## config.mk

```make
export PLATFORM = sky130hd
export DESIGN_NAME = sfrtb_top
export DESIGN_NICKNAME = d
export VERILOG_FILES = /design/src/common/sfrtb_pkg.sv /design/src/core/sfrtb_fifo2.sv /design/src/core/sfrtb_top.sv
export VERILOG_INCLUDE_DIRS = /design/src /design/src/common
export SDC_FILE = /design/constraint.sdc
export NUM_CORES = 1
export LEC_CHECK = 0
export BUFFER_PORTS_ARGS = -buffer_cell sky130_fd_sc_hd__buf_2
export CAP_MARGIN = 15
export CORE_MARGIN = 2
export CORE_UTILIZATION = 45
export CTS_CLUSTER_DIAMETER = 80
export DETAILED_ROUTE_END_ITERATION = 12
export PLACE_DENSITY = 0.72
export RECOVER_POWER = 100
export SLEW_MARGIN = 20
export SYNTH_ARGS = -nofsm -noshare
export SYNTH_HDL_FRONTEND = slang
export SYNTH_SLANG_ARGS = --single-unit
```

## constraint.sdc

```tcl
create_clock -name clk_i -period 4 [get_ports clk_i]
set_clock_uncertainty 0.05 [all_clocks]
set_input_delay 0.4 -clock clk_i [delete_from_list [all_inputs] [get_ports clk_i]]
set_output_delay 0.4 -clock clk_i [all_outputs]
set_load 0.005 [all_outputs]
```

## src/common/sfrtb_defines.svh

```systemverilog
`ifndef SFRTB_DEFINES_SVH
`define SFRTB_DEFINES_SVH
// ---------------------------------------------------------------
// Register byte offsets.
// ---------------------------------------------------------------
`define SFRTB_OFF_SETUP0   8'h00
`define SFRTB_OFF_COUNTS   8'h04
`define SFRTB_OFF_OPMODE   8'h08
`define SFRTB_OFF_CTRL     8'h0C
`define SFRTB_OFF_ADDR     8'h10
`define SFRTB_OFF_DATA     8'h14
// ---------------------------------------------------------------
// Field positions.
// ---------------------------------------------------------------
`define SFRTB_B_BYPASS     31
`define SFRTB_B_POL        14
`define SFRTB_B_OVRD       31
`define SFRTB_B_ALANE      28
`define SFRTB_B_UNIT       27
`define SFRTB_B_GO         0
`define SFRTB_B_ERR        1
// ---------------------------------------------------------------
// Reset values and built-in command constants.
// ---------------------------------------------------------------
`define SFRTB_SETUP0_RST   32'h8000_0005
`define SFRTB_CMD_DEFAULT  4'h5
`define SFRTB_OP_READ      8'h03
`define SFRTB_OP_FAST      8'h0B
`define SFRTB_OP_DUALO     8'h3B
`define SFRTB_OP_QUADO     8'h6B
`define SFRTB_OP_DUALIO    8'hBB
`define SFRTB_OP_QUADIO    8'hEB
`define SFRTB_OP_WORDQ     8'hE7
`define SFRTB_OP_OCTQ      8'hE3
`define SFRTB_MODE_CONT    8'h20
`define SFRTB_MODE_EXIT    8'hFF
`define SFRTB_SCLK_HALF    4
`endif

```

## src/common/sfrtb_pkg.sv

```systemverilog
package sfrtb_pkg;
  typedef enum logic [2:0] {
    SFRTB_ST_IDLE, SFRTB_ST_LOAD, SFRTB_ST_SHIFT,
    SFRTB_ST_DATA, SFRTB_ST_PUSH, SFRTB_ST_END
  } sfrtb_state_t;
  // Transfer description built from a command type or the override.
  typedef struct packed {
    logic [15:0] op;
    logic [1:0]  op_cnt;
    logic [2:0]  ad_cnt;
    logic [15:0] md;
    logic [1:0]  md_cnt;
    logic [1:0]  dm_cnt;
    logic [1:0]  dlane;
    logic        alane;
    logic        unit4;
    logic        bad;
  } sfrtb_xfer_t;
endpackage : sfrtb_pkg

```

## src/core/sfrtb_fifo2.sv

```systemverilog
`timescale 1ns/1ps
`default_nettype none
module sfrtb_fifo2
  import sfrtb_pkg::*;
#(
  parameter int W     = 32,
  parameter int DEPTH = 2
) (
  // Clock and reset.
  input  wire logic         clk_i,
  input  wire logic         rst_i,
  // Filling side.
  input  wire logic         in_valid_i,
  output logic              in_ready_o,
  input  wire logic [W-1:0] in_data_i,
  // Draining side.
  output logic              out_valid_o,
  input  wire logic         out_ready_i,
  output logic [W-1:0]      out_data_o
);
  localparam int AW = (DEPTH > 1) ? $clog2(DEPTH) : 1;
  localparam int CW = $clog2(DEPTH + 1);
  logic [W-1:0]  mem_r [DEPTH];
  logic [AW-1:0] wp_r, wp_nxt, rp_r, rp_nxt;
  logic [CW-1:0] cnt_r, cnt_nxt;
  logic          push, pop;

  // Full and empty come straight from the occupancy count.
  assign in_ready_o  = (cnt_r != CW'(DEPTH));
  assign out_valid_o = (cnt_r != '0);
  assign out_data_o  = mem_r[rp_r];
  assign push        = in_valid_i & in_ready_o;
  assign pop         = out_valid_o & out_ready_i;

  // Pointer and count update.
  always_comb begin
    wp_nxt  = wp_r;
    rp_nxt  = rp_r;
    cnt_nxt = cnt_r;
    if (push) begin
      wp_nxt = (wp_r == AW'(DEPTH - 1)) ? '0 : wp_r + 1'b1;
    end
    if (pop) begin
      rp_nxt = (rp_r == AW'(DEPTH - 1)) ? '0 : rp_r + 1'b1;
    end
    if (push && !pop) begin
      cnt_nxt = cnt_r + 1'b1;
    end else if (pop && !push) begin
      cnt_nxt = cnt_r - 1'b1;
    end
  end

  always_ff @(posedge clk_i) begin
    if (rst_i) begin
      wp_r  <= '0;
      rp_r  <= '0;
      cnt_r <= '0;
    end else begin
      wp_r  <= wp_nxt;
      rp_r  <= rp_nxt;
      cnt_r <= cnt_nxt;
    end
    if (push) begin
      mem_r[wp_r] <= in_data_i;
    end
  end
endmodule : sfrtb_fifo2
`default_nettype wire

```

## src/core/sfrtb_top.sv

```systemverilog
// Contract
// [RULE1] Default read built from command type 0101.
// [RULE2] Codes 0-3: read, fast, dual out, quad out.
// [RULE3] Codes 4-7: dual/quad I/O, odd continuous.
// [RULE4] Codes 8-B word/octal quad; others reserved.
// [RULE5] Override builds transfer from manual fields.
// [RULE6] Software programs all manual fields first.
// [RULE7] Data lanes: one, two, four; 3 reserved.
// [RULE8] Address on one lane or data lanes.
// [RULE9] Serial unit is one or four bytes.
// [RULE10] Zero to two dummy bytes, driven zero.
// [RULE11] Zero to two mode bytes sent.
// [RULE12] Zero to four address bytes sent.
// [RULE13] Zero to two opcode bytes sent.
// [RULE14] Mode bits: upper byte first, then low.
// [RULE15] Opcode: upper byte first, then low.
// [RULE16] Bypass bit forces default controller setup.
// [RULE17] Serial clock idles at polarity level.
// [RULE18] One select; opcode, address, mode, dummy, data.
// [RULE19] Reserved codes refused, no transfer started.
`include "sfrtb_defines.svh"
`timescale 1ns/1ps
`default_nettype none
module sfrtb_top
  import sfrtb_pkg::*;
#(
  parameter int HALF = `SFRTB_SCLK_HALF
) (
  // Clock and reset.
  input  wire logic        clk_i,
  input  wire logic        rst_i,
  // Wishbone slave.
  input  wire logic        cyc_i,
  input  wire logic        stb_i,
  input  wire logic        we_i,
  input  wire logic [31:0] adr_i,
  input  wire logic [3:0]  sel_i,
  input  wire logic [31:0] dat_i,
  output logic [31:0]      dat_o,
  output logic             ack_o,
  // Flash link.
  output logic             sclk_o,
  output logic             cs_n_o,
  output logic [3:0]       io_o,
  output logic [3:0]       io_oe_o,
  input  wire logic [3:0]  io_i
);
  // ---------------------------------------------------------------
  // Declarations.
  // ---------------------------------------------------------------
  localparam int CW = $clog2(2 * HALF);
  logic [31:0]  setup0_r, setup0_nxt, counts_r, counts_nxt;
  logic [31:0]  opmode_r, opmode_nxt, addr_r, addr_nxt;
  logic [7:0]   len_r, len_nxt;
  logic         err_r, err_nxt, cont_r, cont_nxt;
  logic         ack_r, ack_nxt;
  logic [31:0]  dat_r, dat_nxt;
  logic [3:0]   io_s1_r, io_s2_r;
  sfrtb_state_t st_r, st_nxt;
  logic [2:0]   ph_r, ph_nxt, lanes_r, lanes_nxt;
  logic [CW-1:0] cnt_r, cnt_nxt;
  logic [31:0]  sh_r, sh_nxt, xa_r, xa_nxt;
  logic [5:0]   bits_r, bits_nxt;
  logic [7:0]   units_r, units_nxt;
  sfrtb_xfer_t  x_r, x_nxt, eff;
  logic         pol_r, pol_nxt;
  logic         req, wr, rd, go, go_ok, pop;
  logic         push_v, push_rdy, fifo_v;
  logic [31:0]  fifo_d;
  logic [2:0]   nbytes;
  logic         last;

  localparam logic [2:0] PH_OP = 3'd0;
  localparam logic [2:0] PH_AD = 3'd1;
  localparam logic [2:0] PH_MD = 3'd2;
  localparam logic [2:0] PH_DM = 3'd3;
  localparam logic [2:0] PH_DT = 3'd4;

  // ---------------------------------------------------------------
  // Helpers.
  // ---------------------------------------------------------------
  // Byte-lane merge for Wishbone select.
  function automatic logic [31:0] merge(input logic [31:0] o, input logic [31:0] d,
                                        input logic [3:0] s);
    logic [31:0] r;
    r = o;
    for (int i = 0; i < 4; i++) begin
      if (s[i]) r[8*i +: 8] = d[8*i +: 8];
    end
    return r;
  endfunction : merge

  // Lane code to lane count; code 3 never reaches here.
  function automatic logic [2:0] lanes(input logic [1:0] c);
    return (c == 2'd0) ? 3'd1 : (c == 2'd1) ? 3'd2 : 3'd4;
  endfunction : lanes

  // Built-in command table.
  function automatic sfrtb_xfer_t builtin(input logic [3:0] c, input logic cont);
    sfrtb_xfer_t x;
    x        = '0;
    x.op_cnt = 2'd1;
    x.ad_cnt = 3'd3;
    x.md     = {8'h00, c[0] ? `SFRTB_MODE_CONT : `SFRTB_MODE_EXIT};
    unique case (c)
      4'h0: x.op[7:0] = `SFRTB_OP_READ; // see [RULE2]
      4'h1: begin
        x.op[7:0] = `SFRTB_OP_FAST;
        x.dm_cnt  = 2'd1;
      end
      4'h2, 4'h3: begin
        x.op[7:0] = c[0] ? `SFRTB_OP_QUADO : `SFRTB_OP_DUALO;
        x.dm_cnt  = 2'd1;
        x.dlane   = c[0] ? 2'd2 : 2'd1;
      end
      4'h4, 4'h5: begin
        x.op[7:0] = `SFRTB_OP_DUALIO; // see [RULE3]
        x.dlane   = 2'd1;
        x.alane   = 1'b1;
        x.md_cnt  = 2'd1;
      end
      4'h6, 4'h7: begin
        x.op[7:0] = `SFRTB_OP_QUADIO;
        x.dlane   = 2'd2;
        x.alane   = 1'b1;
        x.md_cnt  = 2'd1;
        x.dm_cnt  = 2'd2;
      end
      4'h8, 4'h9, 4'hA, 4'hB: begin
        x.op[7:0] = c[1] ? `SFRTB_OP_OCTQ : `SFRTB_OP_WORDQ; // see [RULE4]
        x.dlane   = 2'd2;
        x.alane   = 1'b1;
        x.md_cnt  = 2'd1;
        x.dm_cnt  = c[1] ? 2'd0 : 2'd1;
      end
      default: x.bad = 1'b1; // see [RULE19]
    endcase
    // A flash already in continuous mode takes no opcode.
    if (c[0] && cont && c > 4'h4) x.op_cnt = 2'd0;
    return x;
  endfunction : builtin

  // ---------------------------------------------------------------
  // Transfer description selection.
  // ---------------------------------------------------------------
  // The bypass bit wins over both the command type and the override.
  always_comb begin
    if (setup0_r[`SFRTB_B_BYPASS]) begin
      eff = builtin(`SFRTB_CMD_DEFAULT, cont_r); // see [RULE16] see [RULE1]
    end else if (counts_r[`SFRTB_B_OVRD]) begin
      eff        = '0; // see [RULE5]
      eff.op     = opmode_r[15:0];
      eff.op_cnt = counts_r[1:0];
      eff.ad_cnt = counts_r[6:4];
      eff.md     = opmode_r[31:16];
      eff.md_cnt = counts_r[9:8];
      eff.dm_cnt = counts_r[13:12];
      eff.dlane  = counts_r[30:29];
      eff.alane  = counts_r[`SFRTB_B_ALANE];
      eff.unit4  = counts_r[`SFRTB_B_UNIT];
      // Reserved codes in any field refuse the start.
      eff.bad    = (counts_r[30:29] == 2'd3) | (counts_r[13:12] == 2'd3) |
                   (counts_r[9:8] == 2'd3) | (counts_r[6:4] > 3'd4) |
                   (counts_r[1:0] == 2'd3); // see [RULE19]
    end else begin
      eff = builtin(setup0_r[3:0], cont_r); // see [RULE1]
    end
  end

  // ---------------------------------------------------------------
  // Wishbone register file.
  // ---------------------------------------------------------------
  assign req   = cyc_i & stb_i & ~ack_r;
  assign wr    = req & we_i;
  assign rd    = req & ~we_i;
  assign go    = wr & (adr_i[7:0] == `SFRTB_OFF_CTRL) & sel_i[0] & dat_i[`SFRTB_B_GO];
  assign go_ok = go & (st_r == SFRTB_ST_IDLE) & ~eff.bad;
  assign pop   = rd & (adr_i[7:0] == `SFRTB_OFF_DATA) & fifo_v;

  // Writes land in the cycle the answer is raised; a start while busy is dropped.
  always_comb begin
    ack_nxt    = req;
    setup0_nxt = setup0_r;
    counts_nxt = counts_r;
    opmode_nxt = opmode_r;
    addr_nxt   = addr_r;
    len_nxt    = len_r;
    err_nxt    = err_r;
    dat_nxt    = dat_r;
    if (wr) begin
      unique case (adr_i[7:0])
        `SFRTB_OFF_SETUP0: setup0_nxt = merge(setup0_r, dat_i, sel_i);
        `SFRTB_OFF_COUNTS: counts_nxt = merge(counts_r, dat_i, sel_i);
        `SFRTB_OFF_OPMODE: opmode_nxt = merge(opmode_r, dat_i, sel_i);
        `SFRTB_OFF_ADDR:   addr_nxt   = merge(addr_r, dat_i, sel_i);
        `SFRTB_OFF_CTRL: begin
          if (sel_i[1]) len_nxt = dat_i[15:8];
          if (sel_i[0] && dat_i[`SFRTB_B_ERR]) err_nxt = 1'b0;
        end
        default: ;
      endcase
    end
    // A refused start sets the error flag, and that set beats a clear.
    if (go && (st_r == SFRTB_ST_IDLE) && eff.bad) err_nxt = 1'b1; // see [RULE19]
    if (rd) begin
      unique case (adr_i[7:0])
        `SFRTB_OFF_SETUP0: dat_nxt = setup0_r;
        `SFRTB_OFF_COUNTS: dat_nxt = counts_r;
        `SFRTB_OFF_OPMODE: dat_nxt = opmode_r;
        `SFRTB_OFF_ADDR:   dat_nxt = addr_r;
        `SFRTB_OFF_CTRL:   dat_nxt = {16'h0000, len_r, 5'h00, fifo_v, err_r,
                                      st_r != SFRTB_ST_IDLE};
        `SFRTB_OFF_DATA:   dat_nxt = fifo_v ? fifo_d : 32'h0000_0000;
        default:           dat_nxt = 32'h0000_0000;
      endcase
    end
  end

  always_ff @(posedge clk_i) begin
    if (rst_i) begin
      ack_r    <= 1'b0;
      setup0_r <= `SFRTB_SETUP0_RST;
      counts_r <= 32'h0000_0000;
      opmode_r <= 32'h0000_0000;
      addr_r   <= 32'h0000_0000;
      len_r    <= 8'h00;
      err_r    <= 1'b0;
      dat_r    <= 32'h0000_0000;
    end else begin
      ack_r    <= ack_nxt;
      setup0_r <= setup0_nxt;
      counts_r <= counts_nxt;
      opmode_r <= opmode_nxt;
      addr_r   <= addr_nxt;
      len_r    <= len_nxt;
      err_r    <= err_nxt;
      dat_r    <= dat_nxt;
    end
  end

  assign ack_o = ack_r;
  assign dat_o = dat_r;

  // ---------------------------------------------------------------
  // Input synchroniser for the flash data lines.
  // ---------------------------------------------------------------
  always_ff @(posedge clk_i) begin
    io_s1_r <= io_i;
    io_s2_r <= io_s1_r;
  end

  // ---------------------------------------------------------------
  // Transfer sequencer.
  // ---------------------------------------------------------------
  // The serial clock is a divided copy of clk_i; the slow rate leaves room
  // for the two-stage input synchroniser before each sample is taken.
  assign last = (cnt_r == CW'(2 * HALF - 1));

  // Byte count of the phase being loaded.
  always_comb begin
    unique case (ph_r)
      PH_OP:   nbytes = {1'b0, x_r.op_cnt}; // see [RULE13]
      PH_AD:   nbytes = x_r.ad_cnt; // see [RULE12]
      PH_MD:   nbytes = {1'b0, x_r.md_cnt}; // see [RULE11]
      PH_DM:   nbytes = {1'b0, x_r.dm_cnt}; // see [RULE10]
      default: nbytes = 3'd0;
    endcase
  end

  always_comb begin
    st_nxt    = st_r;
    ph_nxt    = ph_r;
    cnt_nxt   = cnt_r;
    sh_nxt    = sh_r;
    bits_nxt  = bits_r;
    units_nxt = units_r;
    lanes_nxt = lanes_r;
    x_nxt     = x_r;
    xa_nxt    = xa_r;
    pol_nxt   = setup0_r[`SFRTB_B_BYPASS] ? 1'b0 : setup0_r[`SFRTB_B_POL];
    cont_nxt  = cont_r;
    push_v    = 1'b0;
    unique case (st_r)
      SFRTB_ST_IDLE: begin
        if (go_ok) begin
          x_nxt     = eff;
          xa_nxt    = addr_r;
          units_nxt = sel_i[1] ? dat_i[15:8] : len_r; // Count written with go applies.
          ph_nxt    = PH_OP;
          st_nxt    = SFRTB_ST_LOAD; // see [RULE18]
          cont_nxt  = ~setup0_r[`SFRTB_B_BYPASS] & ~counts_r[`SFRTB_B_OVRD] &
                      setup0_r[0] & (setup0_r[3:0] > 4'h4) & (setup0_r[3:0] < 4'hC);
        end
      end
      SFRTB_ST_LOAD: begin
        cnt_nxt  = '0;
        bits_nxt = {nbytes, 3'b000};
        lanes_nxt = x_r.alane ? lanes(x_r.dlane) : 3'd1; // see [RULE8]
        unique case (ph_r)
          PH_OP: begin
            lanes_nxt = 3'd1;
            sh_nxt = (x_r.op_cnt == 2'd2) ? {x_r.op, 16'h0000}
                                          : {x_r.op[7:0], 24'h000000}; // see [RULE15]
          end
          PH_AD: begin
            unique case (x_r.ad_cnt)
              3'd1:    sh_nxt = {xa_r[7:0], 24'h000000};
              3'd2:    sh_nxt = {xa_r[15:0], 16'h0000};
              3'd3:    sh_nxt = {xa_r[23:0], 8'h00};
              default: sh_nxt = xa_r;
            endcase
          end
          PH_MD: sh_nxt = (x_r.md_cnt == 2'd2) ? {x_r.md, 16'h0000}
                                               : {x_r.md[7:0], 24'h000000}; // see [RULE14]
          PH_DM: sh_nxt = 32'h0000_0000; // see [RULE10]
          default: begin
            sh_nxt    = 32'h0000_0000;
            lanes_nxt = lanes(x_r.dlane); // see [RULE7]
            bits_nxt  = x_r.unit4 ? 6'd32 : 6'd8; // see [RULE9]
          end
        endcase
        if (ph_r == PH_DT) begin
          st_nxt = SFRTB_ST_DATA;
        end else if (nbytes == 3'd0) begin
          ph_nxt = ph_r + 3'd1;
        end else begin
          st_nxt = SFRTB_ST_SHIFT;
        end
      end
      SFRTB_ST_SHIFT: begin
        cnt_nxt = cnt_r + 1'b1;
        if (last) begin
          cnt_nxt  = '0;
          sh_nxt   = sh_r << lanes_r;
          bits_nxt = bits_r - {3'b000, lanes_r};
          if (bits_r == {3'b000, lanes_r}) begin
            ph_nxt = ph_r + 3'd1; // see [RULE18]
            st_nxt = SFRTB_ST_LOAD;
          end
        end
      end
      SFRTB_ST_DATA: begin
        cnt_nxt = cnt_r + 1'b1;
        if (last) begin
          cnt_nxt = '0;
          unique case (lanes_r)
            3'd1:    sh_nxt = {sh_r[30:0], io_s2_r[1]};
            3'd2:    sh_nxt = {sh_r[29:0], io_s2_r[1:0]};
            default: sh_nxt = {sh_r[27:0], io_s2_r};
          endcase
          bits_nxt = bits_r - {3'b000, lanes_r};
          if (bits_r == {3'b000, lanes_r}) st_nxt = SFRTB_ST_PUSH;
        end
      end
      SFRTB_ST_PUSH: begin
        // The serial clock stays idle until the buffer takes the word.
        push_v = 1'b1;
        if (push_rdy) begin
          sh_nxt   = 32'h0000_0000;
          bits_nxt = x_r.unit4 ? 6'd32 : 6'd8;
          if (units_r == 8'h00) begin
            st_nxt = SFRTB_ST_END; // see [RULE18]
          end else begin
            units_nxt = units_r - 8'h01;
            st_nxt    = SFRTB_ST_DATA;
          end
        end
      end
      SFRTB_ST_END: begin
        cnt_nxt = cnt_r + 1'b1;
        if (cnt_r == CW'(HALF - 1)) begin
          cnt_nxt = '0;
          st_nxt  = SFRTB_ST_IDLE;
        end
      end
    endcase
  end

  always_ff @(posedge clk_i) begin
    if (rst_i) begin
      st_r    <= SFRTB_ST_IDLE;
      ph_r    <= PH_OP;
      cnt_r   <= '0;
      sh_r    <= 32'h0000_0000;
      bits_r  <= 6'd0;
      units_r <= 8'h00;
      lanes_r <= 3'd1;
      x_r     <= '0;
      xa_r    <= 32'h0000_0000;
      pol_r   <= 1'b0;
      cont_r  <= 1'b0;
    end else begin
      st_r    <= st_nxt;
      ph_r    <= ph_nxt;
      cnt_r   <= cnt_nxt;
      sh_r    <= sh_nxt;
      bits_r  <= bits_nxt;
      units_r <= units_nxt;
      lanes_r <= lanes_nxt;
      x_r     <= x_nxt;
      xa_r    <= xa_nxt;
      pol_r   <= pol_nxt;
      cont_r  <= cont_nxt;
    end
  end

  // ---------------------------------------------------------------
  // Pin drive.
  // ---------------------------------------------------------------
  // Lines are driven only while shifting out; data lines float back to the flash.
  assign cs_n_o  = (st_r == SFRTB_ST_IDLE) | (st_r == SFRTB_ST_END); // see [RULE18]
  assign sclk_o  = pol_r ^ (((st_r == SFRTB_ST_SHIFT) | (st_r == SFRTB_ST_DATA)) &
                   (cnt_r >= CW'(HALF))); // see [RULE17]
  assign io_oe_o = (st_r != SFRTB_ST_SHIFT) ? 4'h0 :
                   (lanes_r == 3'd1) ? 4'h1 : (lanes_r == 3'd2) ? 4'h3 : 4'hF;
  assign io_o    = (lanes_r == 3'd1) ? {3'b000, sh_r[31]} :
                   (lanes_r == 3'd2) ? {2'b00, sh_r[31:30]} : sh_r[31:28];

  // Read data buffer; a full buffer stalls the sequencer.
  sfrtb_fifo2 #(.W(32), .DEPTH(2)) u_buf (
    .clk_i       (clk_i),
    .rst_i       (rst_i),
    .in_valid_i  (push_v),
    .in_ready_o  (push_rdy),
    .in_data_i   (sh_r),
    .out_valid_o (fifo_v),
    .out_ready_i (pop),
    .out_data_o  (fifo_d)
  );
endmodule : sfrtb_top
`default_nettype wire

```

==> flow_results.xml, run 1 <==
<?xml version="1.0" encoding="UTF-8"?>
<metrics>
  <group name="outcome">
    <metric name="status" unit="">finished with violations</metric>
    <metric name="violations" unit="">max-capacitance violations, max-slew violations</metric>
  </group>
  <group name="timing">
    <metric name="worst_slew_pin_slew" unit="ps">2807</metric>
    <metric name="timing.final.crit_share" unit="%">84.54</metric>
    <metric name="slew_headroom" unit="%">-87.14</metric>
    <metric name="period_minus_slack" unit="ps">3382</metric>
    <metric name="setup_viol" unit="">0</metric>
    <metric name="grt_setup_unrepaired" unit="">false</metric>
    <metric name="hold-worst-slack" unit="ps">51.52</metric>
    <metric name="number_of_pins_with_negative_max_slew_slack_in_the_final_report" unit="">171</metric>
    <metric name="clock.fmax" unit="MHz">295.7</metric>
    <metric name="final_hold_viol_count" unit="">0</metric>
    <metric name="fin_setup_tns" unit="ps">0</metric>
  </group>
  <group name="clock_tree">
    <metric name="cts_resized" unit="">0</metric>
    <metric name="numCtsBuffers" unit="">42</metric>
    <metric name="post_cts_buffers" unit="">0</metric>
    <metric name="cts_root_buffer" unit="">sky130_fd_sc_hd__clkbuf_16</metric>
    <metric name="skew_pair_late_insertion_delay" unit="ps">580</metric>
    <metric name="cts-htree-levels" unit="">2</metric>
    <metric name="ctsHoldBuffers" unit="">4</metric>
    <metric name="clock-sinks" unit="">384</metric>
    <metric name="clock_tree_from_tritoncts" unit="">done</metric>
    <metric name="clk_transition_reported_paths" unit="ps">60</metric>
    <metric name="cts_max_path_buffers" unit="">3</metric>
  </group>
  <group name="layout">
    <metric name="reg_top3" unit="">u_buf.mem_r: 64 flops, x_r: 45 flops</metric>
    <metric name="count_of_fill_cells_added_during_filler_insertion" unit="">3879</metric>
    <metric name="regMostFlops" unit="">u_buf.mem_r</metric>
    <metric name="drive_above_1_share" unit="%">11.02</metric>
    <metric name="final_core_utilization" unit="%">50.84</metric>
    <metric name="syn_to_final_growth" unit="%">11.98</metric>
    <metric name="final_common_cell" unit="">sky130_fd_sc_hd__dfxtp_1</metric>
    <metric name="commonest_cells_after_routing_fill_and_taps_aside" unit="">318 x sky130_fd_sc_hd__dfxtp_1, 280 x sky130_fd_sc_hd__nor2_1, 269 x sky130_fd_sc_hd__nand2_1</metric>
    <metric name="num-nets-final" unit="">2311</metric>
    <metric name="number_of_flip_flops_in_the_largest_register" unit="">64</metric>
  </group>
  <group name="global_route">
    <metric name="grt_start_max_net_pins" unit="">127</metric>
    <metric name="grt_pass1_wl" unit="um">98530</metric>
    <metric name="grt_util_all_layers" unit="%">28.98</metric>
    <metric name="globalRouteOverflowTotal" unit="">0</metric>
    <metric name="grt_antenna_before_repair" unit="">1</metric>
    <metric name="grt_pass1_vias" unit="">16580</metric>
  </group>
  <group name="placed_design">
    <metric name="placement.io_buffers" unit="">95</metric>
    <metric name="finalWeightedCongestion" unit="">0.9296</metric>
    <metric name="hpwl" unit="um">44910</metric>
  </group>
  <group name="worst_setup_path">
    <metric name="critPathSlowestCell" unit="">sky130_fd_sc_hd__clkbuf_2</metric>
    <metric name="critPathBufInv" unit="">1</metric>
    <metric name="cell_class_contributing_the_biggest_share_of_worst_path_delay" unit="">buffers and inverters</metric>
    <metric name="timing.critical_path.depth" unit="">6</metric>
    <metric name="cp_cell_sequence" unit="">or3_1 &gt; a2111oi_0 &gt; clkbuf_2 &gt; o211ai_1 &gt; o21ai_0 &gt; nor2_1</metric>
    <metric name="worstSetupStartpointType" unit="">flop</metric>
    <metric name="cpPeakStageDelay" unit="ps">980</metric>
    <metric name="timing.critical_path.arrival" unit="ps">3690</metric>
    <metric name="worst-r2r-cell-count" unit="">6</metric>
    <metric name="worstSetupPathType" unit="">reg -&gt; reg</metric>
    <metric name="required" unit="ps">4310</metric>
    <metric name="critical_path.max_fanout" unit="">57</metric>
    <metric name="timing.critical_path.to_type" unit="">flop</metric>
  </group>
  <group name="floorplanning">
    <metric name="io-pin-count" unit="">120</metric>
    <metric name="die_width" unit="um">209.3</metric>
    <metric name="start_util" unit="%">45.41</metric>
    <metric name="coreArea" unit="sq um">41760</metric>
    <metric name="core.rowCount" unit="">75</metric>
    <metric name="die_area" unit="sq um">43790</metric>
    <metric name="fp.dieH" unit="um">209.3</metric>
  </group>
  <group name="route">
    <metric name="dr.first_iter.drc_count" unit="">2080</metric>
    <metric name="wl_per_cell" unit="um">23.13</metric>
    <metric name="drt-vias-per-instance" unit="">6.319</metric>
    <metric name="drt_pass1_iterations" unit="">12</metric>
    <metric name="postRouteAntennaNets" unit="">0</metric>
    <metric name="detail_route.drc_violations" unit="">0</metric>
    <metric name="detailroute.via_count" unit="">17630</metric>
    <metric name="route.final.wire_length" unit="um">64520</metric>
  </group>
  <group name="yosys">
    <metric name="synth_ff_type" unit="">sky130_fd_sc_hd__dfxtp_1</metric>
    <metric name="ys_seq_elements" unit="">384</metric>
    <metric name="syn-instance-count" unit="">2200</metric>
    <metric name="synth-edff-count" unit="">64</metric>
    <metric name="synth_nets" unit="">2293</metric>
    <metric name="netlist_area" unit="sq um">18960</metric>
    <metric name="ys_warn_count" unit="">0</metric>
    <metric name="share_of_synthesized_registers_carrying_an_async_set_or_reset" unit="%">0</metric>
    <metric name="synth.avg_cell_area" unit="sq um">8.618</metric>
    <metric name="yosysSeqAreaShare" unit="%">43.92</metric>
    <metric name="synth_cell_types" unit="">80</metric>
  </group>
  <group name="power_and_ir_drop">
    <metric name="worst_ir_drop_vdd" unit="mV">0.2869</metric>
    <metric name="power_per_cell_area" unit="nW/um^2">468.1</metric>
    <metric name="power.leakage" unit="uW">0.006897</metric>
  </group>
  <group name="hold_path">
    <metric name="min_path_cells" unit="">3</metric>
    <metric name="hold_path.class" unit="">in -&gt; reg</metric>
  </group>
  <group name="run">
    <metric name="timing.max_cap.violations" unit="">3</metric>
  </group>
</metrics>
tightest hold or removal path, stage by stage:
cell and delay [ps]:
sky130_fd_sc_hd__buf_2 120, sky130_fd_sc_hd__nand2_1 50, sky130_fd_sc_hd__a21oi_1 50
worst paths after layout:
path / start / to / slack (ps)
worst max-delay path: st_r[0]$_SDFFE_PP0P_ / x_r[5]$_SDFFE_PP0P_ / 620
worst min-delay path: dat_i[4] / counts_r[4]$_SDFFE_PP0P_ / 50
worst max register to register: st_r[0]$_SDFFE_PP0P_ / x_r[5]$_SDFFE_PP0P_ / 620
worst min register to register: io_s1_r[0]$_DFF_P_ / io_s2_r[0]$_DFF_P_ / 280
cells by family after synthesis:
logic type / share of synthesized area (%)
xor gates and xnor gates: 0.3695
and+or+nand+nor: 17.33
adders and majority gates: 1.095
AOI/OAI and AO/OA: 21.38
muxes: 11.68
DFF: 43.92
buffers and inverters: 4.223
power breakdown:
group	internal, uW	total (uW)	leakage, uW	switching, uW
Sequential	4130	4480	0.00317	348
Clock	2500	4130	0.000720	1640
Combinational	476	1320	0.00300	848
synthesized netlist by cell type (all sizes together), types with 5 or more instances:
cell	count	area, sq um
nor2b	21	131.4
nand3b	12	90.09
nand3	39	195.2
or3	10	67.56
a2111oi	5	68.82
nand2	269	1010
edfxtp	64	1922
o22ai	24	150.1
buf	34	166.4
ha	15	187.7
clkbuf	144	540.5
a22oi	49	367.9
o21ai	132	664.4
a211oi	45	342.8
and2	6	37.54
mux2i	183	1832
nor3b	6	45.04
a311oi	19	166.4
a31oi	18	112.6
nor3	45	235.2
inv	23	86.33
a21oi	206	1031
nand2b	15	93.84
or2	6	37.54
a222oi	14	140.1
o221ai	8	70.07
o31ai	8	60.06
dfxtp	320	6406
mux2	34	382.9
o211ai	10	75.07
a32oi	7	61.31
nor2	287	1127
a221oi	52	455.4
cell type report:
class,instances,area (sq um),area share [%]
Timing Repair Buffer,152,849.6,4.001
Clock inverter,12,161.4,0.7602
Antenna cell,1,2.502,0.01179
Clock buffer,64,1299,6.117
Inverter,25,93.84,0.4420
Sequential cell,384,8330,39.24
Tap cell,539,674.4,3.176
Multi-Input combinational cell,1613,9821,46.25
per-layer routing:
metal,GRT usage (%),vias up,share of wire [%]
li1,-,8037,-
met1,38.76,8528,41
met2,45.34,879,45
met3,4.384,187,7.9
met4,15.62,0,5.8
met5,0,-,0
per-stage QoR:
stage,area [sq um],std cells,total power [uW],setup WS [ps]
2_1_floorplan,18960,2200,5303,947.6
3_3_place_gp,19870,2709,5819,982.1
3_5_place_dp,19870,2709,5858,948.1
4_1_cts,21370,2789,9949,831.8
5_1_grt,21230,2789,10250,411.5
6_report,21230,2790,9939,618.3
No activity file was read; power rests on OpenSTA's default activity.
==> inputs of run 2 (changes only) <==
--- a/config.mk
+++ b/config.mk
@@ -6,6 +6,7 @@
 export SDC_FILE = /design/constraint.sdc
 export NUM_CORES = 1
 export LEC_CHECK = 0
+export ABC_AREA = 1
 export BUFFER_PORTS_ARGS = -buffer_cell sky130_fd_sc_hd__buf_2
 export CAP_MARGIN = 15
 export CORE_MARGIN = 2
==> constraint.sdc (replaced) <==
create_clock -name clk_i -period 3.4 [get_ports clk_i]
set_clock_uncertainty 0.05 [all_clocks]
set_input_delay 0.34 -clock clk_i [delete_from_list [all_inputs] [get_ports clk_i]]
set_output_delay 0.34 -clock clk_i [all_outputs]
set_load 0.005 [all_outputs]
==> flow_results.xml, run 2 <==
<?xml version="1.0" encoding="UTF-8"?>
<metrics>
  <group name="layout">
    <metric name="commonest_cells_after_routing_fill_and_taps_aside" unit="">417 x sky130_fd_sc_hd__o21ai_0, 362 x sky130_fd_sc_hd__nand2_1, 320 x sky130_fd_sc_hd__dfxtp_1</metric>
    <metric name="final_core_utilization" unit="%">51.38</metric>
    <metric name="regMostFlops" unit="">u_buf.mem_r</metric>
    <metric name="num-nets-final" unit="">2666</metric>
    <metric name="number_of_flip_flops_in_the_largest_register" unit="">64</metric>
    <metric name="design_area" unit="sq um">20930</metric>
    <metric name="count_of_fill_cells_added_during_filler_insertion" unit="">3934</metric>
    <metric name="antennaDiodeCount" unit="">0</metric>
    <metric name="reg_top3" unit="">u_buf.mem_r: 64 flops, x_r: 45 flops</metric>
    <metric name="ff_latch_area" unit="sq um">8328</metric>
    <metric name="syn_to_final_growth" unit="%">12.78</metric>
    <metric name="final_common_cell" unit="">sky130_fd_sc_hd__o21ai_0</metric>
    <metric name="multiInputGateArea" unit="sq um">8658</metric>
    <metric name="drive_above_1_share" unit="%">8.941</metric>
  </group>
  <group name="worst_setup_path">
    <metric name="worstReg2RegStart" unit="">st_r[2]$_SDFFE_PP0P_</metric>
    <metric name="required" unit="ps">3010</metric>
    <metric name="critPathSlowestCell" unit="">sky130_fd_sc_hd__nand3_1</metric>
    <metric name="critical_path.max_fanout" unit="">8</metric>
    <metric name="worstSetupPathType" unit="">reg -&gt; out</metric>
    <metric name="critPathLaunch" unit="">st_r[2]$_SDFFE_PP0P_</metric>
    <metric name="timing.critical_path.arrival" unit="ps">2850</metric>
    <metric name="critPathBufInv" unit="">3</metric>
    <metric name="cpPeakStageDelay" unit="ps">590</metric>
    <metric name="cell_class_contributing_the_biggest_share_of_worst_path_delay" unit="">buffers and inverters</metric>
    <metric name="worstSetupStartpointType" unit="">flop</metric>
    <metric name="timing.critical_path.to_type" unit="">primary output</metric>
    <metric name="cp_cell_sequence" unit="">clkinvlp_2 &gt; nand3_1 &gt; inv_1 &gt; buf_2</metric>
  </group>
  <group name="clock_tree">
    <metric name="post_cts_buffers" unit="">0</metric>
    <metric name="cts-htree-levels" unit="">2</metric>
    <metric name="clock-sinks" unit="">384</metric>
    <metric name="clock_tree_from_tritoncts" unit="">done</metric>
    <metric name="skew_pair_late_insertion_delay" unit="ps">580</metric>
    <metric name="clk_transition_reported_paths" unit="ps">60</metric>
    <metric name="numCtsBuffers" unit="">42</metric>
    <metric name="cts_root_buffer" unit="">sky130_fd_sc_hd__clkbuf_16</metric>
    <metric name="cts_max_path_buffers" unit="">3</metric>
  </group>
  <group name="floorplanning">
    <metric name="die_area" unit="sq um">42880</metric>
    <metric name="io-pin-count" unit="">120</metric>
    <metric name="core.rowCount" unit="">74</metric>
    <metric name="die_width" unit="um">207.1</metric>
    <metric name="fp.dieH" unit="um">207.1</metric>
    <metric name="coreArea" unit="sq um">40740</metric>
    <metric name="start_util" unit="%">45.56</metric>
  </group>
  <group name="global_route">
    <metric name="grt_antenna_before_repair" unit="">0</metric>
    <metric name="globalRouteOverflowTotal" unit="">0</metric>
    <metric name="grt_start_max_net_pins" unit="">108</metric>
    <metric name="grt_util_all_layers" unit="%">28.62</metric>
    <metric name="grt_pass1_vias" unit="">17030</metric>
    <metric name="grt_pass1_wl" unit="um">97680</metric>
  </group>
  <group name="yosys">
    <metric name="synth_nets" unit="">2603</metric>
    <metric name="ranking_of_synthesized_cells_by_instance_count" unit="">406 x sky130_fd_sc_hd__o21ai_0, 360 x sky130_fd_sc_hd__nand2_1, 320 x sky130_fd_sc_hd__dfxtp_1</metric>
    <metric name="synth_ff_type" unit="">sky130_fd_sc_hd__dfxtp_1</metric>
    <metric name="synth.avg_cell_area" unit="sq um">7.394</metric>
    <metric name="netlist_area" unit="sq um">18560</metric>
    <metric name="yosysSeqAreaShare" unit="%">44.87</metric>
    <metric name="post_synth_main_area_contributors" unit="">sky130_fd_sc_hd__dfxtp_1 35%, sky130_fd_sc_hd__o21ai_0 11%, sky130_fd_sc_hd__edfxtp_1 10%</metric>
    <metric name="yosys.area.top_type_share" unit="%">34.52</metric>
    <metric name="share_of_synthesized_registers_carrying_an_async_set_or_reset" unit="%">0</metric>
    <metric name="cell_accounting_for_the_most_synthesized_area" unit="">sky130_fd_sc_hd__dfxtp_1</metric>
    <metric name="syn-instance-count" unit="">2510</metric>
    <metric name="ys_warn_count" unit="">0</metric>
    <metric name="synth-edff-count" unit="">64</metric>
    <metric name="synth_cell_types" unit="">54</metric>
    <metric name="synthMostInstantiatedCell" unit="">sky130_fd_sc_hd__o21ai_0</metric>
    <metric name="ys_seq_elements" unit="">384</metric>
  </group>
  <group name="route">
    <metric name="wl_per_cell" unit="um">20.21</metric>
    <metric name="dr.first_iter.drc_count" unit="">2172</metric>
    <metric name="detail_route.drc_violations" unit="">0</metric>
    <metric name="route.final.wire_length" unit="um">63430</metric>
    <metric name="drt-vias-per-instance" unit="">5.908</metric>
    <metric name="drt_pass1_iterations" unit="">6</metric>
    <metric name="postRouteAntennaNets" unit="">0</metric>
    <metric name="detailroute.via_count" unit="">18540</metric>
  </group>
  <group name="timing">
    <metric name="clock.fmax" unit="MHz">308.4</metric>
    <metric name="number_of_pins_with_negative_max_slew_slack_in_the_final_report" unit="">81</metric>
    <metric name="fin_setup_tns" unit="ps">0</metric>
    <metric name="slew_headroom" unit="%">-2.082</metric>
    <metric name="period_minus_slack" unit="ps">3243</metric>
    <metric name="final_hold_viol_count" unit="">0</metric>
    <metric name="setup_viol" unit="">0</metric>
    <metric name="grt_setup_unrepaired" unit="">false</metric>
    <metric name="timing.final.crit_share" unit="%">95.38</metric>
    <metric name="worst_slew_pin_slew" unit="ps">1531</metric>
  </group>
  <group name="power_and_ir_drop">
    <metric name="power_switching_share" unit="%">35.38</metric>
    <metric name="worst_ir_drop_vdd" unit="mV">0.4374</metric>
    <metric name="power_per_cell_area" unit="nW/um^2">659.5</metric>
    <metric name="seqPwrFrac" unit="%">39.1</metric>
    <metric name="share_comb_of_total_power" unit="%">26.4</metric>
    <metric name="netSwitchingPower" unit="uW">4884</metric>
    <metric name="share_clk_of_total_power" unit="%">34.5</metric>
    <metric name="p_int" unit="uW">8920</metric>
    <metric name="power.leakage" unit="uW">0.007924</metric>
  </group>
  <group name="placed_design">
    <metric name="hpwl" unit="um">44440</metric>
    <metric name="finalWeightedCongestion" unit="">1.008</metric>
    <metric name="placement.io_buffers" unit="">95</metric>
    <metric name="placedInstanceArea" unit="sq um">19420</metric>
  </group>
  <group name="hold_path">
    <metric name="hold_path.class" unit="">in -&gt; reg</metric>
    <metric name="hp-start" unit="">dat_i[15]</metric>
  </group>
  <group name="outcome">
    <metric name="status" unit="">finished with violations</metric>
    <metric name="violations" unit="">max-capacitance violations, max-slew violations</metric>
  </group>
  <group name="run">
    <metric name="timing.max_cap.violations" unit="">2</metric>
  </group>
</metrics>
## run 2: changes by cell type after synthesis, sizes merged, moves of 54 or more
cell	change
nand2	+105
a21oi	+116
o21ai	+290
inv	+206
mux2i	-173
clkbuf	-54
## run 2: area by class of cell
| type | count | share of cell area (%) |
|---|---|---|
| timing repair buffer | 161 | 4.633 |
| multi-input combinational | 1753 | 41.37 |
| clock inverter | 22 | 1.303 |
| tap | 532 | 3.180 |
| clock buffer | 55 | 5.547 |
| inverter | 231 | 4.184 |
| sequential | 384 | 39.79 |
## run 2: stage by stage
step / worst slack [ps] / power, uW / hold slack [ps] / cells
2_1_floorplan: 539.1 / 7917 / 259.6 / 2510
3_3_place_gp: 678.6 / 8984 / 262.6 / 3038
3_5_place_dp: 652.9 / 9056 / 267.1 / 3038
4_1_cts: 63.34 / 13800 / 5.690 / 3138
5_1_grt: 40.17 / 14450 / 30.20 / 3138
6_report: 157.2 / 13800 / 19.28 / 3138
## run 2: worst paths after layout
kind,slack (ps),depth (start not counted),endpoint
worst max-delay path,160,4,io_oe_o[0]
worst max register to register,200,7,u_buf.mem_r[1][25]$_DFFE_PP_
worst min-delay path,20,3,counts_r[15]$_SDFFE_PP0P_
worst min register to register,280,0,io_s2_r[3]$_DFF_P_
## run 2: cells by family after synthesis
family | Yosys count | share of synthesized area (%)
simple gates | 821 | 18.56
mux | 10 | 0.5394
flops | 384 | 44.87
fa+ha+maj | 16 | 1.119
compound gates | 902 | 26.58
buf+inv | 373 | 8.137
xor+xnor | 4 | 0.1887
## run 2: power by group through the flow
stage | Combinational [uW] | Sequential [uW] | Clock [uW]
2_1_floorplan | 2600 | 5320 | 0
3_3_place_gp | 3520 | 5470 | 0
3_5_place_dp | 3570 | 5480 | 0
4_1_cts | 3610 | 5380 | 4810
5_1_grt | 4020 | 5430 | 5000
6_report | 3640 | 5400 | 4760
## run 2: layer usage
metal | track usage [%] | part of all wire, % | up-vias
li1 | - | - | 8687
met1 | 40.33 | 43 | 8717
met2 | 43.57 | 44 | 982
met3 | 4.563 | 9.5 | 152
met4 | 12.02 | 3.9 | 0
met5 | 0 | 0 | -
## run 2: worst min-delay path, delay by kind of cell
family	cells	cell delay [ps]
and+or+nand+nor	2	140
buffers and inverters	1	120
## run 2: timing repair
item                       4_1_cts  5_1_grt
hold endpoints to repair        53        0
hold buffers                    23        0
setup endpoints to repair        0        1
resized for setup                0        1
